`src/pkg/nte_consts.vh`:
```
// Constants for the nibble transfer and exchange unit
`ifndef NTE_CONSTS_VH
`define NTE_CONSTS_VH

// Operation codes on i_op
`define NTE_OP_LD_A_IMM   5'h00
`define NTE_OP_LD_REG_IMM 5'h01
`define NTE_OP_LD_XA_IMM  5'h02
`define NTE_OP_LD_HL_IMM  5'h03
`define NTE_OP_LD_RP2_IMM 5'h04
`define NTE_OP_LD_A_IND   5'h05
`define NTE_OP_LD_XA_HL   5'h06
`define NTE_OP_ST_HL_A    5'h07
`define NTE_OP_ST_HL_XA   5'h08
`define NTE_OP_LD_A_DIR   5'h09
`define NTE_OP_LD_XA_DIR  5'h0a
`define NTE_OP_ST_DIR_A   5'h0b
`define NTE_OP_ST_DIR_XA  5'h0c
`define NTE_OP_MOV_A_REG  5'h0d
`define NTE_OP_MOV_XA_RP  5'h0e
`define NTE_OP_MOV_REG_A  5'h0f
`define NTE_OP_MOV_RP_XA  5'h10
`define NTE_OP_XCH_A_IND  5'h11
`define NTE_OP_XCH_XA_HL  5'h12
`define NTE_OP_XCH_A_DIR  5'h13
`define NTE_OP_XCH_XA_DIR 5'h14
`define NTE_OP_XCH_A_REG  5'h15
`define NTE_OP_XCH_XA_RP  5'h16
`define NTE_OP_OTHER      5'h17

// Pointer choices on i_sel for indirect single-nibble access
`define NTE_PTR_HL        3'h0
`define NTE_PTR_HL_INC    3'h1
`define NTE_PTR_HL_DEC    3'h2
`define NTE_PTR_DE        3'h3
`define NTE_PTR_DL        3'h4

// Single register index on i_sel
`define NTE_REG_X         3'h0
`define NTE_REG_A         3'h1
`define NTE_REG_H         3'h2
`define NTE_REG_L         3'h3
`define NTE_REG_D         3'h4
`define NTE_REG_E         3'h5
`define NTE_REG_B         3'h6
`define NTE_REG_C         3'h7

// Pair index on i_sel: bit 2 selects the alternate bank
`define NTE_RP_XA         3'h0
`define NTE_RP_HL         3'h1
`define NTE_RP_DE         3'h2
`define NTE_RP_BC         3'h3

// Pair choice on i_sel bit 0 for the pointer-pair immediate load
`define NTE_RP2_BC        1'h0
`define NTE_RP2_DE        1'h1

// String groups
`define NTE_GRP_NONE      2'h0
`define NTE_GRP_ACC       2'h1
`define NTE_GRP_PTR       2'h2

// Reset values
`define NTE_NIB_RST       4'h0
`define NTE_BYTE_RST      8'h00

`endif

```
`src/core/nte_ptr_step.v`:
```
// Low pointer nibble step and skip decision
`timescale 1ns/10ps
`default_nettype none

module nte_ptr_step (
    input  wire [3:0] i_l,
    input  wire       i_inc,
    input  wire       i_dec,
    output wire [3:0] o_l_nxt,
    output wire       o_skip
);

    wire [4:0] inc_sum;
    wire [4:0] dec_sum;

    assign inc_sum = {1'b0, i_l} + 5'h01;
    assign dec_sum = {1'b0, i_l} + 5'h0f;

    // Step after the access, hold otherwise
    assign o_l_nxt = i_inc ? inc_sum[3:0] :
                     i_dec ? dec_sum[3:0] : i_l;

    // Skip on wrap to zero or to all ones
    assign o_skip = (i_inc & (inc_sum[3:0] == 4'h0)) |
                    (i_dec & (dec_sum[3:0] == 4'hf));

endmodule

`default_nettype wire

```
`src/core/nte_core.v`:
```
// Transfer and exchange execution unit of a 4-bit core
`timescale 1ns/10ps
`default_nettype none
`include "nte_consts.vh"

module nte_core (
    input  wire       i_clock,
    input  wire       i_reset_n,
    input  wire       i_exec,
    input  wire [4:0] i_op,
    input  wire [2:0] i_sel,
    input  wire [7:0] i_imm,
    input  wire [3:0] i_mem_rdata,
    output wire       o_busy,
    output wire       o_done,
    output wire       o_skip,
    output wire       o_nop,
    output wire [7:0] o_mem_addr,
    output wire [3:0] o_mem_wdata,
    output wire       o_mem_re,
    output wire       o_mem_we,
    output wire [3:0] o_reg_a,
    output wire [3:0] o_reg_x,
    output wire [3:0] o_reg_h,
    output wire [3:0] o_reg_l,
    output wire [3:0] o_reg_d,
    output wire [3:0] o_reg_e,
    output wire [3:0] o_reg_b,
    output wire [3:0] o_reg_c
);

    ////////////////////////////////////////////////////////////////////
    // States
    localparam [6:0] S_IDLE  = 7'h01;
    localparam [6:0] S_RD_LO = 7'h02;
    localparam [6:0] S_RD_HI = 7'h04;
    localparam [6:0] S_CAP   = 7'h08;
    localparam [6:0] S_WR_LO = 7'h10;
    localparam [6:0] S_WR_HI = 7'h20;
    localparam [6:0] S_END   = 7'h40;

    ////////////////////////////////////////////////////////////////////
    // Storage
    reg  [6:0] state_r;
    reg  [3:0] a_r;
    reg  [3:0] x_r;
    reg  [3:0] h_r;
    reg  [3:0] l_r;
    reg  [3:0] d_r;
    reg  [3:0] e_r;
    reg  [3:0] b_r;
    reg  [3:0] c_r;
    reg  [7:0] alt_r [0:3];
    reg  [1:0] grp_r;
    reg  [4:0] op_r;
    reg  [2:0] sel_r;
    reg  [7:0] base_r;
    reg        pair_r;
    reg        rd_r;
    reg        wb_r;
    reg  [3:0] lo_r;
    reg  [3:0] hi_r;
    reg        busy_r;
    reg        done_r;
    reg        skip_r;
    reg        nop_r;
    reg  [7:0] addr_r;
    reg  [3:0] wdata_r;
    reg        mem_re_r;
    reg        mem_we_r;
    integer    k;

    ////////////////////////////////////////////////////////////////////
    // Decode of the incoming operation
    reg  [7:0] d_base;
    reg        d_pair;
    reg        d_rd;
    reg        d_st;
    reg        d_wb;
    reg  [1:0] d_grp;
    reg  [3:0] reg_rd;
    reg  [7:0] pair_rd;
    wire       ex_go;
    wire       suppress;
    wire       single_wr;
    wire       pair_wr;
    wire [3:0] single_val;
    wire [8:0] base_inc;
    wire       step_inc;
    wire       step_dec;
    wire [3:0] step_l;
    wire       step_skip;
    wire       ind_r;

    assign ex_go    = i_exec & ~busy_r;
    assign base_inc = {1'b0, base_r} + 9'h001;

    always @*
    begin
        d_base = i_imm;
        d_pair = 1'b0;
        d_rd   = 1'b0;
        d_st   = 1'b0;
        d_wb   = 1'b0;
        d_grp  = `NTE_GRP_NONE;
        case (i_op)
            `NTE_OP_LD_A_IMM,
            `NTE_OP_LD_XA_IMM:
                d_grp = `NTE_GRP_ACC;
            `NTE_OP_LD_HL_IMM:
                d_grp = `NTE_GRP_PTR;
            `NTE_OP_LD_A_IND,
            `NTE_OP_XCH_A_IND:
            begin
                d_rd = 1'b1;
                d_wb = (i_op == `NTE_OP_XCH_A_IND);
                case (i_sel)
                    `NTE_PTR_DE: d_base = {d_r, e_r};
                    `NTE_PTR_DL: d_base = {d_r, l_r};
                    default:     d_base = {h_r, l_r};
                endcase
            end
            `NTE_OP_LD_XA_HL,
            `NTE_OP_XCH_XA_HL:
            begin
                d_rd   = 1'b1;
                d_pair = 1'b1;
                d_wb   = (i_op == `NTE_OP_XCH_XA_HL);
                d_base = {h_r, l_r[3:1], 1'b0};
            end
            `NTE_OP_ST_HL_A:
            begin
                d_st   = 1'b1;
                d_base = {h_r, l_r};
            end
            `NTE_OP_ST_HL_XA:
            begin
                d_st   = 1'b1;
                d_pair = 1'b1;
                d_base = {h_r, l_r[3:1], 1'b0};
            end
            `NTE_OP_LD_A_DIR:
                d_rd = 1'b1;
            `NTE_OP_XCH_A_DIR:
            begin
                d_rd = 1'b1;
                d_wb = 1'b1;
            end
            `NTE_OP_LD_XA_DIR,
            `NTE_OP_XCH_XA_DIR:
            begin
                d_rd   = 1'b1;
                d_pair = 1'b1;
                d_wb   = (i_op == `NTE_OP_XCH_XA_DIR);
            end
            `NTE_OP_ST_DIR_A:
                d_st = 1'b1;
            `NTE_OP_ST_DIR_XA:
            begin
                d_st   = 1'b1;
                d_pair = 1'b1;
            end
            default:
                d_grp = `NTE_GRP_NONE;
        endcase
    end

    // Register and pair read ports
    always @*
    begin
        case (i_sel)
            `NTE_REG_X: reg_rd = x_r;
            `NTE_REG_A: reg_rd = a_r;
            `NTE_REG_H: reg_rd = h_r;
            `NTE_REG_L: reg_rd = l_r;
            `NTE_REG_D: reg_rd = d_r;
            `NTE_REG_E: reg_rd = e_r;
            `NTE_REG_B: reg_rd = b_r;
            default:    reg_rd = c_r;
        endcase
        if (i_sel[2])
            pair_rd = alt_r[i_sel[1:0]];
        else
        begin
            case (i_sel[1:0])
                `NTE_RP_XA: pair_rd = {x_r, a_r};
                `NTE_RP_HL: pair_rd = {h_r, l_r};
                `NTE_RP_DE: pair_rd = {d_r, e_r};
                default:    pair_rd = {b_r, c_r};
            endcase
        end
    end

    // Repeat of the previous immediate group is dropped
    assign suppress   = (d_grp != `NTE_GRP_NONE) && (d_grp == grp_r);
    assign single_wr  = (i_op == `NTE_OP_LD_REG_IMM) ||
                        (i_op == `NTE_OP_MOV_REG_A) ||
                        (i_op == `NTE_OP_XCH_A_REG);
    assign pair_wr    = (i_op == `NTE_OP_MOV_RP_XA) ||
                        (i_op == `NTE_OP_XCH_XA_RP);
    assign single_val = (i_op == `NTE_OP_LD_REG_IMM) ? i_imm[3:0] : a_r;

    ////////////////////////////////////////////////////////////////////
    // Pointer stepping
    assign ind_r    = (op_r == `NTE_OP_LD_A_IND) ||
                      (op_r == `NTE_OP_XCH_A_IND);
    assign step_inc = ind_r & (sel_r == `NTE_PTR_HL_INC);
    assign step_dec = ind_r & (sel_r == `NTE_PTR_HL_DEC);

    nte_ptr_step u_step (
        .i_l     (l_r),
        .i_inc   (step_inc),
        .i_dec   (step_dec),
        .o_l_nxt (step_l),
        .o_skip  (step_skip)
    );

    ////////////////////////////////////////////////////////////////////
    // Sequencer and register file
    always @(posedge i_clock or negedge i_reset_n)
    begin
        if (!i_reset_n)
        begin
            state_r  <= S_IDLE;
            a_r      <= `NTE_NIB_RST;
            x_r      <= `NTE_NIB_RST;
            h_r      <= `NTE_NIB_RST;
            l_r      <= `NTE_NIB_RST;
            d_r      <= `NTE_NIB_RST;
            e_r      <= `NTE_NIB_RST;
            b_r      <= `NTE_NIB_RST;
            c_r      <= `NTE_NIB_RST;
            for (k = 0; k < 4; k = k + 1)
                alt_r[k] <= `NTE_BYTE_RST;
            grp_r    <= `NTE_GRP_NONE;
            op_r     <= `NTE_OP_OTHER;
            sel_r    <= 3'h0;
            base_r   <= `NTE_BYTE_RST;
            pair_r   <= 1'b0;
            rd_r     <= 1'b0;
            wb_r     <= 1'b0;
            lo_r     <= `NTE_NIB_RST;
            hi_r     <= `NTE_NIB_RST;
            busy_r   <= 1'b0;
            done_r   <= 1'b0;
            skip_r   <= 1'b0;
            nop_r    <= 1'b0;
            addr_r   <= `NTE_BYTE_RST;
            wdata_r  <= `NTE_NIB_RST;
            mem_re_r <= 1'b0;
            mem_we_r <= 1'b0;
        end
        else
        begin
            done_r <= 1'b0;
            skip_r <= 1'b0;
            nop_r  <= 1'b0;
            case (state_r)
                S_IDLE:
                begin
                    if (ex_go)
                    begin
                        grp_r  <= d_grp;
                        op_r   <= i_op;
                        sel_r  <= i_sel;
                        base_r <= d_base;
                        pair_r <= d_pair;
                        rd_r   <= d_rd;
                        wb_r   <= d_wb;
                        if (suppress)
                        begin
                            done_r <= 1'b1;
                            nop_r  <= 1'b1;
                        end
                        else if (d_rd)
                        begin
                            mem_re_r <= 1'b1;
                            addr_r   <= d_base;
                            busy_r   <= 1'b1;
                            state_r  <= S_RD_LO;
                        end
                        else if (d_st)
                        begin
                            mem_we_r <= 1'b1;
                            addr_r   <= d_base;
                            wdata_r  <= a_r;
                            busy_r   <= 1'b1;
                            state_r  <= S_WR_LO;
                        end
                        else
                        begin
                            done_r <= 1'b1;
                            case (i_op)
                                `NTE_OP_LD_A_IMM:
                                    a_r <= i_imm[3:0];
                                `NTE_OP_LD_XA_IMM:
                                    {x_r, a_r} <= i_imm;
                                `NTE_OP_LD_HL_IMM:
                                    {h_r, l_r} <= i_imm;
                                `NTE_OP_LD_RP2_IMM:
                                begin
                                    if (i_sel[0] == `NTE_RP2_DE)
                                        {d_r, e_r} <= i_imm;
                                    else
                                        {b_r, c_r} <= i_imm;
                                end
                                `NTE_OP_MOV_A_REG,
                                `NTE_OP_XCH_A_REG:
                                    a_r <= reg_rd;
                                `NTE_OP_MOV_XA_RP,
                                `NTE_OP_XCH_XA_RP:
                                    {x_r, a_r} <= pair_rd;
                                default:
                                    a_r <= a_r;
                            endcase
                            if (single_wr)
                            begin
                                case (i_sel)
                                    `NTE_REG_X: x_r <= single_val;
                                    `NTE_REG_H: h_r <= single_val;
                                    `NTE_REG_L: l_r <= single_val;
                                    `NTE_REG_D: d_r <= single_val;
                                    `NTE_REG_E: e_r <= single_val;
                                    `NTE_REG_B: b_r <= single_val;
                                    `NTE_REG_C: c_r <= single_val;
                                    default:    x_r <= x_r;
                                endcase
                            end
                            if (pair_wr)
                            begin
                                if (i_sel[2])
                                    alt_r[i_sel[1:0]] <= {x_r, a_r};
                                else
                                begin
                                    case (i_sel[1:0])
                                        `NTE_RP_HL: {h_r, l_r} <= {x_r, a_r};
                                        `NTE_RP_DE: {d_r, e_r} <= {x_r, a_r};
                                        `NTE_RP_BC: {b_r, c_r} <= {x_r, a_r};
                                        default:    h_r <= h_r;
                                    endcase
                                end
                            end
                        end
                    end
                end
                S_RD_LO:
                begin
                    if (pair_r)
                    begin
                        addr_r  <= base_inc[7:0];
                        state_r <= S_RD_HI;
                    end
                    else
                    begin
                        mem_re_r <= 1'b0;
                        state_r  <= S_CAP;
                    end
                end
                S_RD_HI:
                begin
                    lo_r     <= i_mem_rdata;
                    mem_re_r <= 1'b0;
                    state_r  <= S_CAP;
                end
                S_CAP:
                begin
                    if (pair_r)
                        hi_r <= i_mem_rdata;
                    else
                        lo_r <= i_mem_rdata;
                    if (wb_r)
                    begin
                        mem_we_r <= 1'b1;
                        addr_r   <= base_r;
                        wdata_r  <= a_r;
                        state_r  <= S_WR_LO;
                    end
                    else
                        state_r <= S_END;
                end
                S_WR_LO:
                begin
                    if (pair_r)
                    begin
                        addr_r  <= base_inc[7:0];
                        wdata_r <= x_r;
                        state_r <= S_WR_HI;
                    end
                    else
                    begin
                        mem_we_r <= 1'b0;
                        state_r  <= S_END;
                    end
                end
                S_WR_HI:
                begin
                    mem_we_r <= 1'b0;
                    state_r  <= S_END;
                end
                S_END:
                begin
                    // All register effects land on this one edge
                    if (rd_r)
                        a_r <= lo_r;
                    if (rd_r && pair_r)
                        x_r <= hi_r;
                    l_r     <= step_l;
                    skip_r  <= step_skip;
                    done_r  <= 1'b1;
                    busy_r  <= 1'b0;
                    state_r <= S_IDLE;
                end
                default:
                begin
                    mem_re_r <= 1'b0;
                    mem_we_r <= 1'b0;
                    busy_r   <= 1'b0;
                    state_r  <= S_IDLE;
                end
            endcase
        end
    end

    ////////////////////////////////////////////////////////////////////
    // Outputs
    assign o_busy      = busy_r;
    assign o_done      = done_r;
    assign o_skip      = skip_r;
    assign o_nop       = nop_r;
    assign o_mem_addr  = addr_r;
    assign o_mem_wdata = wdata_r;
    assign o_mem_re    = mem_re_r;
    assign o_mem_we    = mem_we_r;
    assign o_reg_a     = a_r;
    assign o_reg_x     = x_r;
    assign o_reg_h     = h_r;
    assign o_reg_l     = l_r;
    assign o_reg_d     = d_r;
    assign o_reg_e     = e_r;
    assign o_reg_b     = b_r;
    assign o_reg_c     = c_r;

endmodule

`default_nettype wire

```
`config.mk`:
```
export PLATFORM = sky130hd
export DESIGN_NAME = nte_core
export DESIGN_NICKNAME = d
export VERILOG_FILES = /design/src/core/nte_ptr_step.v /design/src/core/nte_core.v
export VERILOG_INCLUDE_DIRS = /design/src /design/src/pkg
export SDC_FILE = /design/constraint.sdc
export NUM_CORES = 1
export LEC_CHECK = 0
export ABC_AREA = 1
export BUFFER_PORTS_ARGS = -buffer_cell sky130_fd_sc_hd__buf_4
export CORE_MARGIN = 2
export CORE_UTILIZATION = 50
export DETAILED_ROUTE_END_ITERATION = 7
export PLACE_DENSITY = 0.69
export SLEW_MARGIN = 0
export SYNTH_ARGS = -nofsm -noshare
export SYNTH_HDL_FRONTEND = slang
export SYNTH_HIERARCHICAL = 1
export SYNTH_SLANG_ARGS = --single-unit
export TNS_END_PERCENT = 1
```
`constraint.sdc`:
```
create_clock -name i_clock -period 3.9 [get_ports i_clock]
set_clock_uncertainty 0.2 [all_clocks]
set_input_delay 0.78 -clock i_clock [delete_from_list [all_inputs] [get_ports i_clock]]
set_output_delay 0.78 -clock i_clock [all_outputs]
set_load 0.01 [all_outputs]
```
# [Word-level counts from Yosys, hierarchy flattened]
# Cells that the tools add are included.
[totals] word_cells=290 regBits=118
[op_classes] eq_ne=66 n_reduce_logical=47 n_addsub=3 bitwise=14 magnitude_cmp=2 n_mux=128
[op_table] op="$mux W4" count=65
[op_table] op="$mux W8" count=10
[op_table] op="$pmux W8 S3" count=3
[op_table] op="$pmux W4 S2" count=7
[op_table] op="$mux W7" count=6
[op_table] op="$pmux W7 S6" count=1
[op_table] op="$eq A5 B4 Y1 const B" count=8
[op_table] op="$eq A5 B5 Y1 const B" count=8
[op_table] op="$bwmux W32" count=1
[op_table] op="$pmux W4 S7" count=1
[op_table] op="$reduce_and A7 Y1" count=4
[op_table] op="$ne A2 B2 Y1 const B" count=13
[op_table] op="$eq A5 B3 Y1 const B" count=5
[op_table] op="$pmux W4 S3" count=2
[op_table] op="$mux W1" count=23
[op_table] op="$reduce_and A6 Y1" count=3
[op_table] op="$bmux W8 S2" count=1
[op_table] op="$demux W8 S2" count=1
[op_table] op="$pmux W8 S2" count=1
[op_table] op="$reduce_or A2 Y1" count=8
[op_table] op="$eq A3 B3 Y1 const B" count=4
[op_table] op="$reduce_or A6 Y1" count=2
[op_table] op="$eq A5 B2 Y1 const B" count=2
[op_table] op="$reduce_and A5 Y1" count=2
[op_table] op="49 further kinds" count=79

# [Longest topological paths before layout]
# Gate-level depths: netlist of the first run.
[logic_depth] ltp_word=13 ltp_mapped=14 ltp_nobuf=13

# [Cells and area by module]
# The synthesis of the first run kept the hierarchy.
[by_module_without_submodules] mod="nte_core" instances=1 cells_each=1289 area_each_um2=8165.3
[by_module_without_submodules] mod="nte_ptr_step" instances=1 cells_each=49 area_each_um2=245.2

# [Worst setup path after synthesis of the first run]
# OpenSTA, ideal clock, no wires.
[synth_timing] kind="input to register" startpoint="input i_op[2]" endpoint="register alt_r[1] in the netlist's numbering" setup_slack_ns=1.564 stages=12 arrival_time_ns=2.010 n_path_buf=2 setup_time_ns=0.125 t_required_ns=3.575 cell_sequence="buf_4 -> nor2_8 -> nand2_2 -> inv_1 -> nand2_1 -> nand2_2 -> inv_2 -> nor2_4 -> nand2_2 -> buf_2 -> nand2_1 -> o21ai_1"
[synth_between] elab_chain_len=7 word_cells_on_any_way=31 classes_between="eq/ne: 17; mux: 3; bitwise: 3; reduce/logical: 8"
[synth_rtl] element="from (decl)" line_no="nte_core.v:10" rtl="input wire [4:0] i_op,"
[synth_rtl] element="$eq A5 B2 Y1 / $logic_not A5 Y1 (equally long branches)" line_no="nte_core.v:106" rtl="case (i_op)"
[synth_rtl] element="$reduce_or A2 Y1 (no line)"
[synth_rtl] element="$pmux W2 S2" line_no="nte_core.v:106"
[synth_rtl] element="$eq A2 B2 Y1 / $reduce_bool A2 Y1 (equally long branches)"
[synth_rtl] element="$logic_and A1 B1 Y1" line_no="nte_core.v:195" rtl="assign suppress = (d_grp != `NTE_GRP_NONE) && (d_grp == grp_r);"
[synth_rtl] element="$not A1 Y1 (no line)"
[synth_rtl] element="$reduce_and A7 Y1 (no line) *"
[synth_rtl] element="to (signal, indexed assignment)" line_no="nte_core.v:234" rtl="alt_r[k] <= `NTE_BYTE_RST;"
[synth_rtl] element="to (signal, indexed assignment)" line_no="nte_core.v:332" rtl="alt_r[i_sel[1:0]] <= {x_r, a_r};"
[synth_rtl] element="to (decl)" line_no="nte_core.v:53" rtl="reg [7:0] alt_r [0:3];"
# Every way passes the cells marked *; elsewhere a longest branch is shown, timed or not.
# A chain may end at the register's enable or synchronous reset.

# [Worst setup path in the final report of the first run]
[layout_timing] startpoint="input i_op[0]" endpoint="register h_r[1], in the netlist o_reg_h[1]"
[layout_between] elab_chain_len=7 word_cells_on_any_way=44 classes_between="eq/ne: 21; mux: 10; bitwise: 3; reduce/logical: 10"
[layout_rtl] element="$eq A5 B2 Y1, or another cell as far along" line_no="nte_core.v:106"
[layout_rtl] element="$reduce_or A2 Y1 (no line), or another cell as far along"
[layout_rtl] element="$pmux W2 S2, or another cell as far along" line_no="nte_core.v:106"
[layout_rtl] element="$eq A2 B2 Y1, or another cell as far along" line_no="nte_core.v:195"
[layout_rtl] element="$logic_and A1 B1 Y1 / $pmux W4 S2 (equally long branches)" line_no="nte_core.v:195, nte_core.v:335"
[layout_rtl] element="$not A1 Y1 (no line) / $mux W4 (equally long branches)"
[layout_rtl] element="$reduce_and A6 Y1 (no line) / $mux W4 (equally long branches)"
[layout_rtl] element="to (signal assigned)" line_no="nte_core.v:227" rtl="h_r <= `NTE_NIB_RST;"
[layout_rtl] element="to (signal assigned)" line_no="nte_core.v:299" rtl="{h_r, l_r} <= i_imm;"
[layout_rtl] element="to (signal assigned)" line_no="nte_core.v:320" rtl="`NTE_REG_H: h_r <= single_val;"
[layout_rtl] element="to (decl)" line_no="nte_core.v:47" rtl="reg [3:0] h_r;"
# Several ways; a longest one is shown, not always the timed one.

==> out/qor.txt, run 1 <==
MaxCap Viol Count -> 0
CP max stage cell -> nand3_2
DRT Pass-1 Iters -> 8
Mapped Area -> 8411 um^2
Critical Path Stages -> 11
Final Max Tran Viols -> 0
Post-Syn Nets -> 1366
Total GRT Usage -> 0.3289
TNS Setup -> 0 ns
fin crit share -> 0.7305
CP most frequent cell -> nand2_1
Worst-Margin Slew -> 0.7585 ns
Clk Latency, worst-skew pair -> 0.44 ns
Root Driver -> clkbuf_16
ratio of cells with drive above 1 in the final layout -> 0.1290
crit end category -> flip-flop
global-route wire length before repair -> 44990 um
part of the Yosys area used for sequential elements -> 0.3518
Worst slew margin -> 0.4910
RSZ-0062 raised after global routing -> false
vias in the first global route -> 8063
outcome -> complete, but fails checks
initial drt markers -> 989
Vias -> 9048
std cell rows -> 47
initial core utilization -> 0.5090
Worst Setup SP -> i_op[0]
cts bufs inserted -> 17
syn avg cell area -> 6.286 um^2
fin nets -> 1426
dpl cells -> 1599
Cell Chain, Critical Path -> buf_4, inv_2, nor2_4, nand3_1, nand3_2, nand2_1, nand2_1, nand2_1, o22ai_1, nand2_1, nand2_1
area delta synth->final -> 15.20%
Syn Inst Count -> 1338
wire per inst -> 17.77 um
initial antenna violation count -> 0
Final WS setup -> 1.051 ns
worst hold slack -> 0.1972 ns
Via density -> 5.548
reg2reg end -> alt_r[2]
Critical Path RT -> 4.07 ns
WP buf/inv -> 2
Non-Filler Instances -> 1631
Leak -> 5.110 nW
CTS tree -> done
top cell type's share of synthesized area -> 0.3362
failing checks -> DRC
DP HPWL -> 20910 um
CTS max path bufs -> 2
Yosys cell types -> 40
worst setup path endpoint -> o_reg_h[1]
# setup viols final -> 0
final WL -> 28980 um
Die Width -> 133.7 um
CP max FO -> 28
antenna fix cells -> 0
CORE AREA -> 16520 um^2
Setup CP Type -> input pin to flip-flop
H-tree levels -> 4
Max stage delay on crit path -> 0.63 ns
Tmin final -> 2.849 ns
reg2reg start -> state_r[0]
endpoints failing hold -> 0
Overflow after GRT -> 0
worst ir drop on vdd -> 0.0004037 V
Top Ports -> 73
Hold Path Class -> input pin to async pin
Seq cells post-synth -> 118
fmax -> 351.0 MHz
synth top area cells -> dfrtp_1 34%, nand2_1 24%, nand3_1 7.9%
clk slew on worst S/H paths -> 0.06 ns
largest net degree at the start of global routing -> 66
Startpoint Class -> input pin
Crit path max-delay family -> simple AND/OR/NAND/NOR gates
post-cts resize count -> 0
cell taking the most area after synthesis -> dfrtp_1
GPL Wtd Cong -> 1.011
Routed Antenna Nets -> 0
Power per Cell Area -> 628.8 nW/um^2
crit path DAT -> 3.02 ns
Port Buffers -> 72
DRC violations left -> 1
Setup WS pre-CTS -> 0.7109 ns
Post-CTS Setup Bufs -> 0
Die ar. -> 17870 um^2
slack of the worst reg-to-reg path -> 1.16 ns
Synth warnings -> 6
Die Span Y -> 133.7 um
hold_buf cts -> 0
Clock Sinks -> 118
R2R depth -> 11
## state kept, by name, summed over array words and instances (netlist names), 5 cells and up
| register | cells |
|---|---|
| alt_r | 32 |
| base_r | 8 |
| o_mem_addr | 8 |
| op_r | 5 |
| state_r | 7 |
## power breakdown
group	switching (mW)	leakage [nW]	internal (mW)	total [mW]
sequential	0.483	1.53	1.59	2.07
combinational	1.54	3.28	0.836	2.38
clock	0.609	0.296	1.04	1.65
total	2.64	5.11	3.46	6.09
## cells in the mapped netlist (all sizes together)
master,n
a21oi,42
a22oi,3
a31oi,2
and2,1
and3,1
buf,26
clkbuf,14
dfrtp,113
dfstp,5
ha,5
inv,130
mux2,3
nand2,560
nand3,138
nand3b,1
nand4,20
nor2,152
nor3,4
nor4,2
o21ai,100
o21bai,4
o22ai,5
or2,2
xor2,5
## layout by cell type, fill, tap and decap left out, types with 5 or more instances in the layout
master / netlist / final
clkbuf_16: 0 / 17
nand2_1: 540 / 540
nand2_2: 17 / 17
o21ai_1: 36 / 36
inv_1: 119 / 119
xor2_1: 5 / 5
nor2_1: 131 / 131
a21oi_1: 41 / 41
dfrtp_1: 113 / 113
nand4_1: 19 / 19
nor2_2: 15 / 15
o22ai_1: 5 / 5
inv_2: 10 / 10
ha_1: 5 / 5
o21ai_0: 63 / 63
buf_4: 6 / 80
dfstp_2: 5 / 5
nand3_1: 133 / 133
## final cells by class
type / instances / area (um^2)
fillers: 1677 / 6835
multi-input cells: 1050 / 4736
flip-flops and latches: 118 / 2959
repair buffers: 81 / 620.6
inverters: 130 / 490.5
clock buffers: 20 / 456.7
well taps: 220 / 275.3
clock inverters: 12 / 151.4
## worst min-delay path by stage
stage,start,slack (ns),to
finish,i_reset_n,0.20,alt_r[6]
global placement,o_mem_wdata[2],0.26,o_mem_wdata[2]
detailed placement,o_mem_addr[4],0.27,o_mem_addr[4]
floorplan,rd_r,0.25,rd_r
global route,i_reset_n,0.27,alt_r[12]
CTS,i_reset_n,0.22,alt_r[12]
## kinds of logic (layout without fill, tap and decap cells)
family,after synthesis,after routing,share of synthesized area
AND/OR/NAND/NOR,881,881,0.4478
buffers and inverters,170,243,0.08509
AO/OA/AOI/OAI,156,156,0.09863
flip-flops,118,118,0.3518
adder cells (fa/ha/maj),5,5,0.007438
XOR/XNOR,5,5,0.005207
multiplexers,3,3,0.004016
## routing by layer
| layer | wire length (um) | vias up | track usage |
|---|---|---|---|
| li1 | - | 4384 | - |
| met1 | 12860 | 4142 | 0.4711 |
| met2 | 12430 | 433 | 0.4820 |
| met3 | 2538 | 89 | 0.06431 |
| met4 | 1149 | 0 | 0.1460 |
| met5 | 0 | - | 0 |
## per-stage QoR
step,utilization,power [mW],cell area [um^2]
floorplan,-,3.427,8411
global placement,0.5496,4.365,9081
detailed placement,0.5496,4.400,9081
CTS,0.5864,6.057,9689
global route,0.5864,6.465,9689
finish,0.5864,6.093,9689
Power figures use the tool's default switching activity.
==> inputs of run 2 (changes only) <==
--- a/config.mk
+++ b/config.mk
@@ -6,12 +6,12 @@
 export SDC_FILE = /design/constraint.sdc
 export NUM_CORES = 1
 export LEC_CHECK = 0
-export ABC_AREA = 1
+export ABC_AREA = 0
 export BUFFER_PORTS_ARGS = -buffer_cell sky130_fd_sc_hd__buf_4
 export CORE_MARGIN = 2
 export CORE_UTILIZATION = 50
 export DETAILED_ROUTE_END_ITERATION = 7
-export PLACE_DENSITY = 0.69
+export PLACE_DENSITY = 0.72
 export SLEW_MARGIN = 0
 export SYNTH_ARGS = -nofsm -noshare
 export SYNTH_HDL_FRONTEND = slang
==> constraint.sdc (replaced) <==
create_clock -name i_clock -period 2.4 [get_ports i_clock]
set_clock_uncertainty 0.2 [all_clocks]
set_input_delay 0.48 -clock i_clock [delete_from_list [all_inputs] [get_ports i_clock]]
set_output_delay 0.48 -clock i_clock [all_outputs]
set_load 0.01 [all_outputs]
==> out/qor.txt, run 2 <==
Vias -> 7242
Routed Antenna Nets -> 0
fin crit share -> 0.9999
Post-synth ARST share -> 1.000
Post-Syn Nets -> 790
vias in the first global route -> 7358
Non-Filler Instances -> 1135
dpl cells -> 1097
Syn Inst Count -> 762
Post-synth EDFFs -> 0
TNS Setup -> 0 ns
Final WS setup -> 0.0002653 ns
most frequent cells in the layout -> 195 x buf_4, 113 x dfrtp_1, 78 x mux2i_1
Die Width -> 128.2 um
synth cell count leaders -> 113 x dfrtp_1, 78 x mux2i_1, 77 x mux2_2
Clk pwr share -> 0.240
crit path DAT -> 2.51 ns
Biggest register -> alt_r
M1 GR Usage -> 0.4204
Int Power -> 6.608 mW
crit end category -> flip-flop
GPL Wtd Cong -> 0.9838
Cell Chain, Critical Path -> or4_4, or3_4, o211ai_2, o221ai_4, buf_12, mux2_4
largest net degree at the start of global routing -> 55
Power per Cell Area -> 1085 nW/um^2
antenna fix cells -> 0
CP max stage cell -> or4_4
initial drt markers -> 695
Seq pwr share -> 0.318
# setup viols final -> 0
fin nets -> 962
Cell Area, Placed -> 9316 um^2
GRT met2 Usage -> 0.5447
Worst slew margin -> 0.5979
DRC violations left -> 0
clk slew on worst S/H paths -> 0.06 ns
initial antenna violation count -> 0
Max stage delay on crit path -> 0.52 ns
Hold Path Class -> input pin to flip-flop
Critical Path RT -> 2.51 ns
Final Max Tran Viols -> 0
DRT Pass-1 Iters -> 6
Die Span Y -> 128.2 um
top-count cell post-synth -> dfrtp_1
wire per inst -> 23.21 um
sw power -> 4.308 mW
cts bufs inserted -> 17
Overflow after GRT -> 0
Synth Flop Type -> dfrtp_1
Root Driver -> clkbuf_16
post-route cell area -> 10060 um^2
top cell type's share of synthesized area -> 0.3664
syn avg cell area -> 10.13 um^2
CTS max path bufs -> 2
most common cell after layout, fill and taps aside -> buf_4
area delta synth->final -> 30.38%
RSZ-0062 raised after global routing -> true
Mapped Area -> 7717 um^2
MaxCap Viol Count -> 0
Tot Pwr -> 10.92 mW
Clock Sinks -> 118
worst ir drop on vdd -> 0.0007331 V
Setup CP Type -> flip-flop to flip-flop
Die ar. -> 16440 um^2
std cell rows -> 45
DP HPWL -> 19570 um
Worst-Margin Slew -> 0.6031 ns
global-route wire length before repair -> 41290 um
WP buf/inv -> 1
Leak -> 4.845 nW
fmax -> 416.7 MHz
Total GRT Usage -> 0.3320
final WL -> 26350 um
Startpoint Class -> flip-flop
Via density -> 6.381
Tmin final -> 2.400 ns
Top Ports -> 73
met3 Track Usage GR -> 0.07346
H-tree levels -> 4
Port Buffers -> 72
initial core utilization -> 0.5095
sw frac -> 0.3946
Synth warnings -> 6
Clk Latency, worst-skew pair -> 0.43 ns
synth top area cells -> dfrtp_1 37%, mux2_2 11%, mux2i_1 10%
Crit path max-delay family -> simple AND/OR/NAND/NOR gates
Setup WS pre-CTS -> -0.4456 ns
Seq cells post-synth -> 118
part of the Yosys area used for sequential elements -> 0.3834
cell taking the most area after synthesis -> dfrtp_1
CORE AREA -> 15150 um^2
grt peak-use layer -> met2
ratio of cells with drive above 1 in the final layout -> 0.3812
Logic pwr share -> 0.442
Yosys cell types -> 77
endpoints failing hold -> 0
outcome -> finished, final reports clean
CP max FO -> 8
max FFs per register -> 32
CTS tree -> done
## run 2: cell count changes in the layout (fill, tap and decap cells not counted), moves of 78 or more
cell / previous run / this run
nand2_1: 540 / 45
nand3_1: 133 / 14
buf_4: 80 / 195
inv_1: 119 / 13
nor2_1: 131 / 44
mux2i_1: 0 / 78
## run 2: logic make-up after synthesis
| group | share of synthesized area |
|---|---|
| compound gates | 0.1753 |
| xor+xnor | 0.01589 |
| fa+ha+maj | 0.008106 |
| buf+inv | 0.03583 |
| flops | 0.3834 |
| mux | 0.2408 |
| simple gates | 0.1407 |
## run 2: final timing paths
check / startpoint / slack (ns) / depth (start not counted) / end
worst max-delay path: state_r[2] / 0.0003 / 6 / o_mem_addr[2]
worst min register to register: op_r[1] / 0.30 / 2 / op_r[1]
worst min-delay path: i_mem_rdata[0] / 0.1 / 2 / hi_r[0]
max in group asynchronous: i_reset_n / 1.02 / 3 / alt_r[6]
min in group asynchronous: i_reset_n / 0.34 / 2 / base_r[2]
worst max register to register: state_r[2] / 0.0003 / 6 / o_mem_addr[2]
## run 2: per-stage QoR
step | hold WS [ns] | util
final | 0.09555 | 0.6644
after global routing | 0.09945 | 0.6644
after CTS | 0.08740 | 0.6570
after detailed placement | 0.2425 | 0.6151
after global placement | 0.2446 | 0.6151
after floorplan | -0.01559 | -
## run 2: area by class of cell
class	instances	area (um^2)
clock buffers	17	425.4
repair buffers	205	1637
well taps	188	235.2
inverters	14	52.55
fillers	1211	5084
flip-flops and latches	118	2959
multi-input cells	578	4586
clock inverters	15	167.7
## run 2: routing by layer
layer | up-vias | wire length [um]
met2 | 357 | 12610
met1 | 3572 | 10600
met5 | - | 0
met4 | 0 | 1110
met3 | 88 | 2029
li1 | 3225 | -
## run 2: timing repair
action,CTS,global route
gates resized for setup,2,22
endpoints found under the hold margin,23,0
setup buffers,3,2
hold buffers,1,0
endpoints found under the setup margin,8,48
pin swaps,2,10
## run 2: power by group through the flow
stage          clock network (mW)  logic, mW  registers, mW
3_5_place_dp                    0       4.65           3.45
2_1_floorplan                   0       2.49           3.34
4_1_cts                      2.65       4.70           3.43
3_3_place_gp                    0       4.48           3.43
5_1_grt                      2.72       5.19           3.53
6_report                     2.62       4.83           3.47
==> inputs of run 3 (changes only) <==
--- a/config.mk
+++ b/config.mk
@@ -11,7 +11,7 @@
 export CORE_MARGIN = 2
 export CORE_UTILIZATION = 50
 export DETAILED_ROUTE_END_ITERATION = 7
-export PLACE_DENSITY = 0.72
+export PLACE_DENSITY = 0.69
 export SLEW_MARGIN = 0
 export SYNTH_ARGS = -nofsm -noshare
 export SYNTH_HDL_FRONTEND = slang
==> constraint.sdc (replaced) <==
create_clock -name i_clock -period 3.07 [get_ports i_clock]
set_clock_uncertainty 0.2 [all_clocks]
set_input_delay 0.614 -clock i_clock [delete_from_list [all_inputs] [get_ports i_clock]]
set_output_delay 0.614 -clock i_clock [all_outputs]
set_load 0.01 [all_outputs]
==> out/qor.txt, run 3 (same netlist as run 2, synthesis figures left out) <==
Hold Path Class -> input pin to flip-flop
CP max stage cell -> and4b_1
most frequent cells in the layout -> 117 x buf_4, 113 x dfrtp_1, 78 x mux2i_1
Port Buffers -> 72
initial core utilization -> 0.5095
Clock Sinks -> 118
Via density -> 6.501
max FFs per register -> 32
Crit path max-delay family -> simple AND/OR/NAND/NOR gates
global-route wire length before repair -> 37890 um
worst hold slack -> 0.2323 ns
CTS max path bufs -> 2
endpoints failing hold -> 0
Top Ports -> 73
outcome -> finished, final reports clean
ratio of cells with drive above 1 in the final layout -> 0.3028
DRT Pass-1 Iters -> 5
largest net degree at the start of global routing -> 55
Met3 Wirelength -> 1787 um
met1 WL -> 9898 um
cts bufs inserted -> 17
CORE AREA -> 15150 um^2
most common cell after layout, fill and taps aside -> buf_4
Critical Path RT -> 3.18 ns
Worst slew margin -> 0.4898
CP most frequent cell -> nor3_2
Non-Filler Instances -> 1050
Final Max Tran Viols -> 0
CTS tree -> done
initial antenna violation count -> 0
slack of the worst reg-to-reg path -> 0.35 ns
Tmin final -> 2.720 ns
TNS Setup -> 0 ns
Total GRT Usage -> 0.3065
vias in the first global route -> 6848
Die ar. -> 16440 um^2
antenna fix cells -> 0
Biggest register -> alt_r
Root Driver -> clkbuf_16
Post-CTS Setup Bufs -> 0
wire per inst -> 23.21 um
Tot Pwr -> 8.017 mW
initial drt markers -> 532
crit end category -> flip-flop
Final WS setup -> 0.3496 ns
Setup CP Type -> flip-flop to flip-flop
hold worst-path end -> hi_r[0]
fin crit share -> 0.8861
Die Width -> 128.2 um
GPL Wtd Cong -> 1.011
crit path DAT -> 2.83 ns
Leak -> 4.383 nW
DRC violations left -> 0
Clk Latency, worst-skew pair -> 0.44 ns
Setup WS pre-CTS -> 0.1069 ns
reg2reg start -> state_r[4]
Max stage delay on crit path -> 0.49 ns
# setup viols final -> 0
Startpoint Class -> flip-flop
post-cts resize count -> 0
Routed Antenna Nets -> 0
Power per Cell Area -> 865.9 nW/um^2
DP HPWL -> 17600 um
std cell rows -> 45
hold path cells -> 2
fin nets -> 877
CP max FO -> 8
Vias -> 6826
reg2reg end -> alt_r[17]
R2R depth -> 6
clk slew on worst S/H paths -> 0.06 ns
hold_buf cts -> 1
met2 WL -> 11620 um
Worst Hold Launch -> i_mem_rdata[0]
Highest Signal Layer -> met4
worst ir drop on vdd -> 0.0006418 V
Worst-Margin Slew -> 0.7573 ns
H-tree levels -> 4
WP buf/inv -> 1
dpl cells -> 1017
Cell Chain, Critical Path -> nor3_2, and4b_1, nand3_1, nor3_2, buf_4, mux2_2
area delta synth->final -> 19.97%
RSZ-0062 raised after global routing -> false
final WL -> 24370 um
Die Span Y -> 128.2 um
Fill cells -> 1257
Overflow after GRT -> 0
MaxCap Viol Count -> 0
fmax -> 367.6 MHz
==> run 3: final cells by class <==
type,count,area [um^2],area share
Clock buffer,21,470.5,0.05081
Clock inverter,11,125.1,0.01351
Inverter,14,52.55,0.005676
Multi-Input combinational cell,578,4488,0.4847
Sequential cell,118,2959,0.3196
Tap cell,188,235.2,0.02541
Timing Repair Buffer,120,928.4,0.1003
==> run 3: worst max path at each step <==
stage / cells past startpoint / to / startpoint
after floorplan: 7 / o_mem_addr[0] / i_op[2]
after global placement: 7 / o_mem_addr[3] / i_op[4]
after detailed placement: 7 / o_mem_addr[2] / i_op[4]
after CTS: 6 / o_mem_addr[5] / state_r[2]
after global routing: 7 / o_reg_e[3] / state_r[4]
final: 6 / alt_r[17] / state_r[4]
==> run 3: routing by layer <==
| metal | global-route usage | vias to the layer above |
|---|---|---|
| met2 | 0.5031 | 314 |
| li1 | - | 3063 |
| met4 | 0.1551 | 0 |
| met5 | 0 | - |
| met3 | 0.06511 | 84 |
| met1 | 0.3824 | 3365 |
==> run 3: report_power, final <==
group | total [mW] | switching [mW] | leakage, nW | internal, mW
Combinational | 3.11 | 1.54 | 2.65 | 1.57
Sequential | 2.91 | 0.833 | 1.46 | 2.07
Clock | 2.00 | 0.749 | 0.277 | 1.26
==> run 3: through the flow <==
stage,util,instance area (um^2)
finish,0.6113,9259
global route,0.6113,9259
CTS,0.6113,9259
detailed placement,0.5713,8653
global placement,0.5713,8653
floorplan,-,7717
==> run 3: worst reg2reg max path, stage by stage, from the launching register on <==
cell and delay, ns:
dfrtp_1 0.47, nor3_2 0.39, and4b_1 0.49, nand3_1 0.28, nor3_2 0.23, buf_4 0.20, mux2_2 0.35
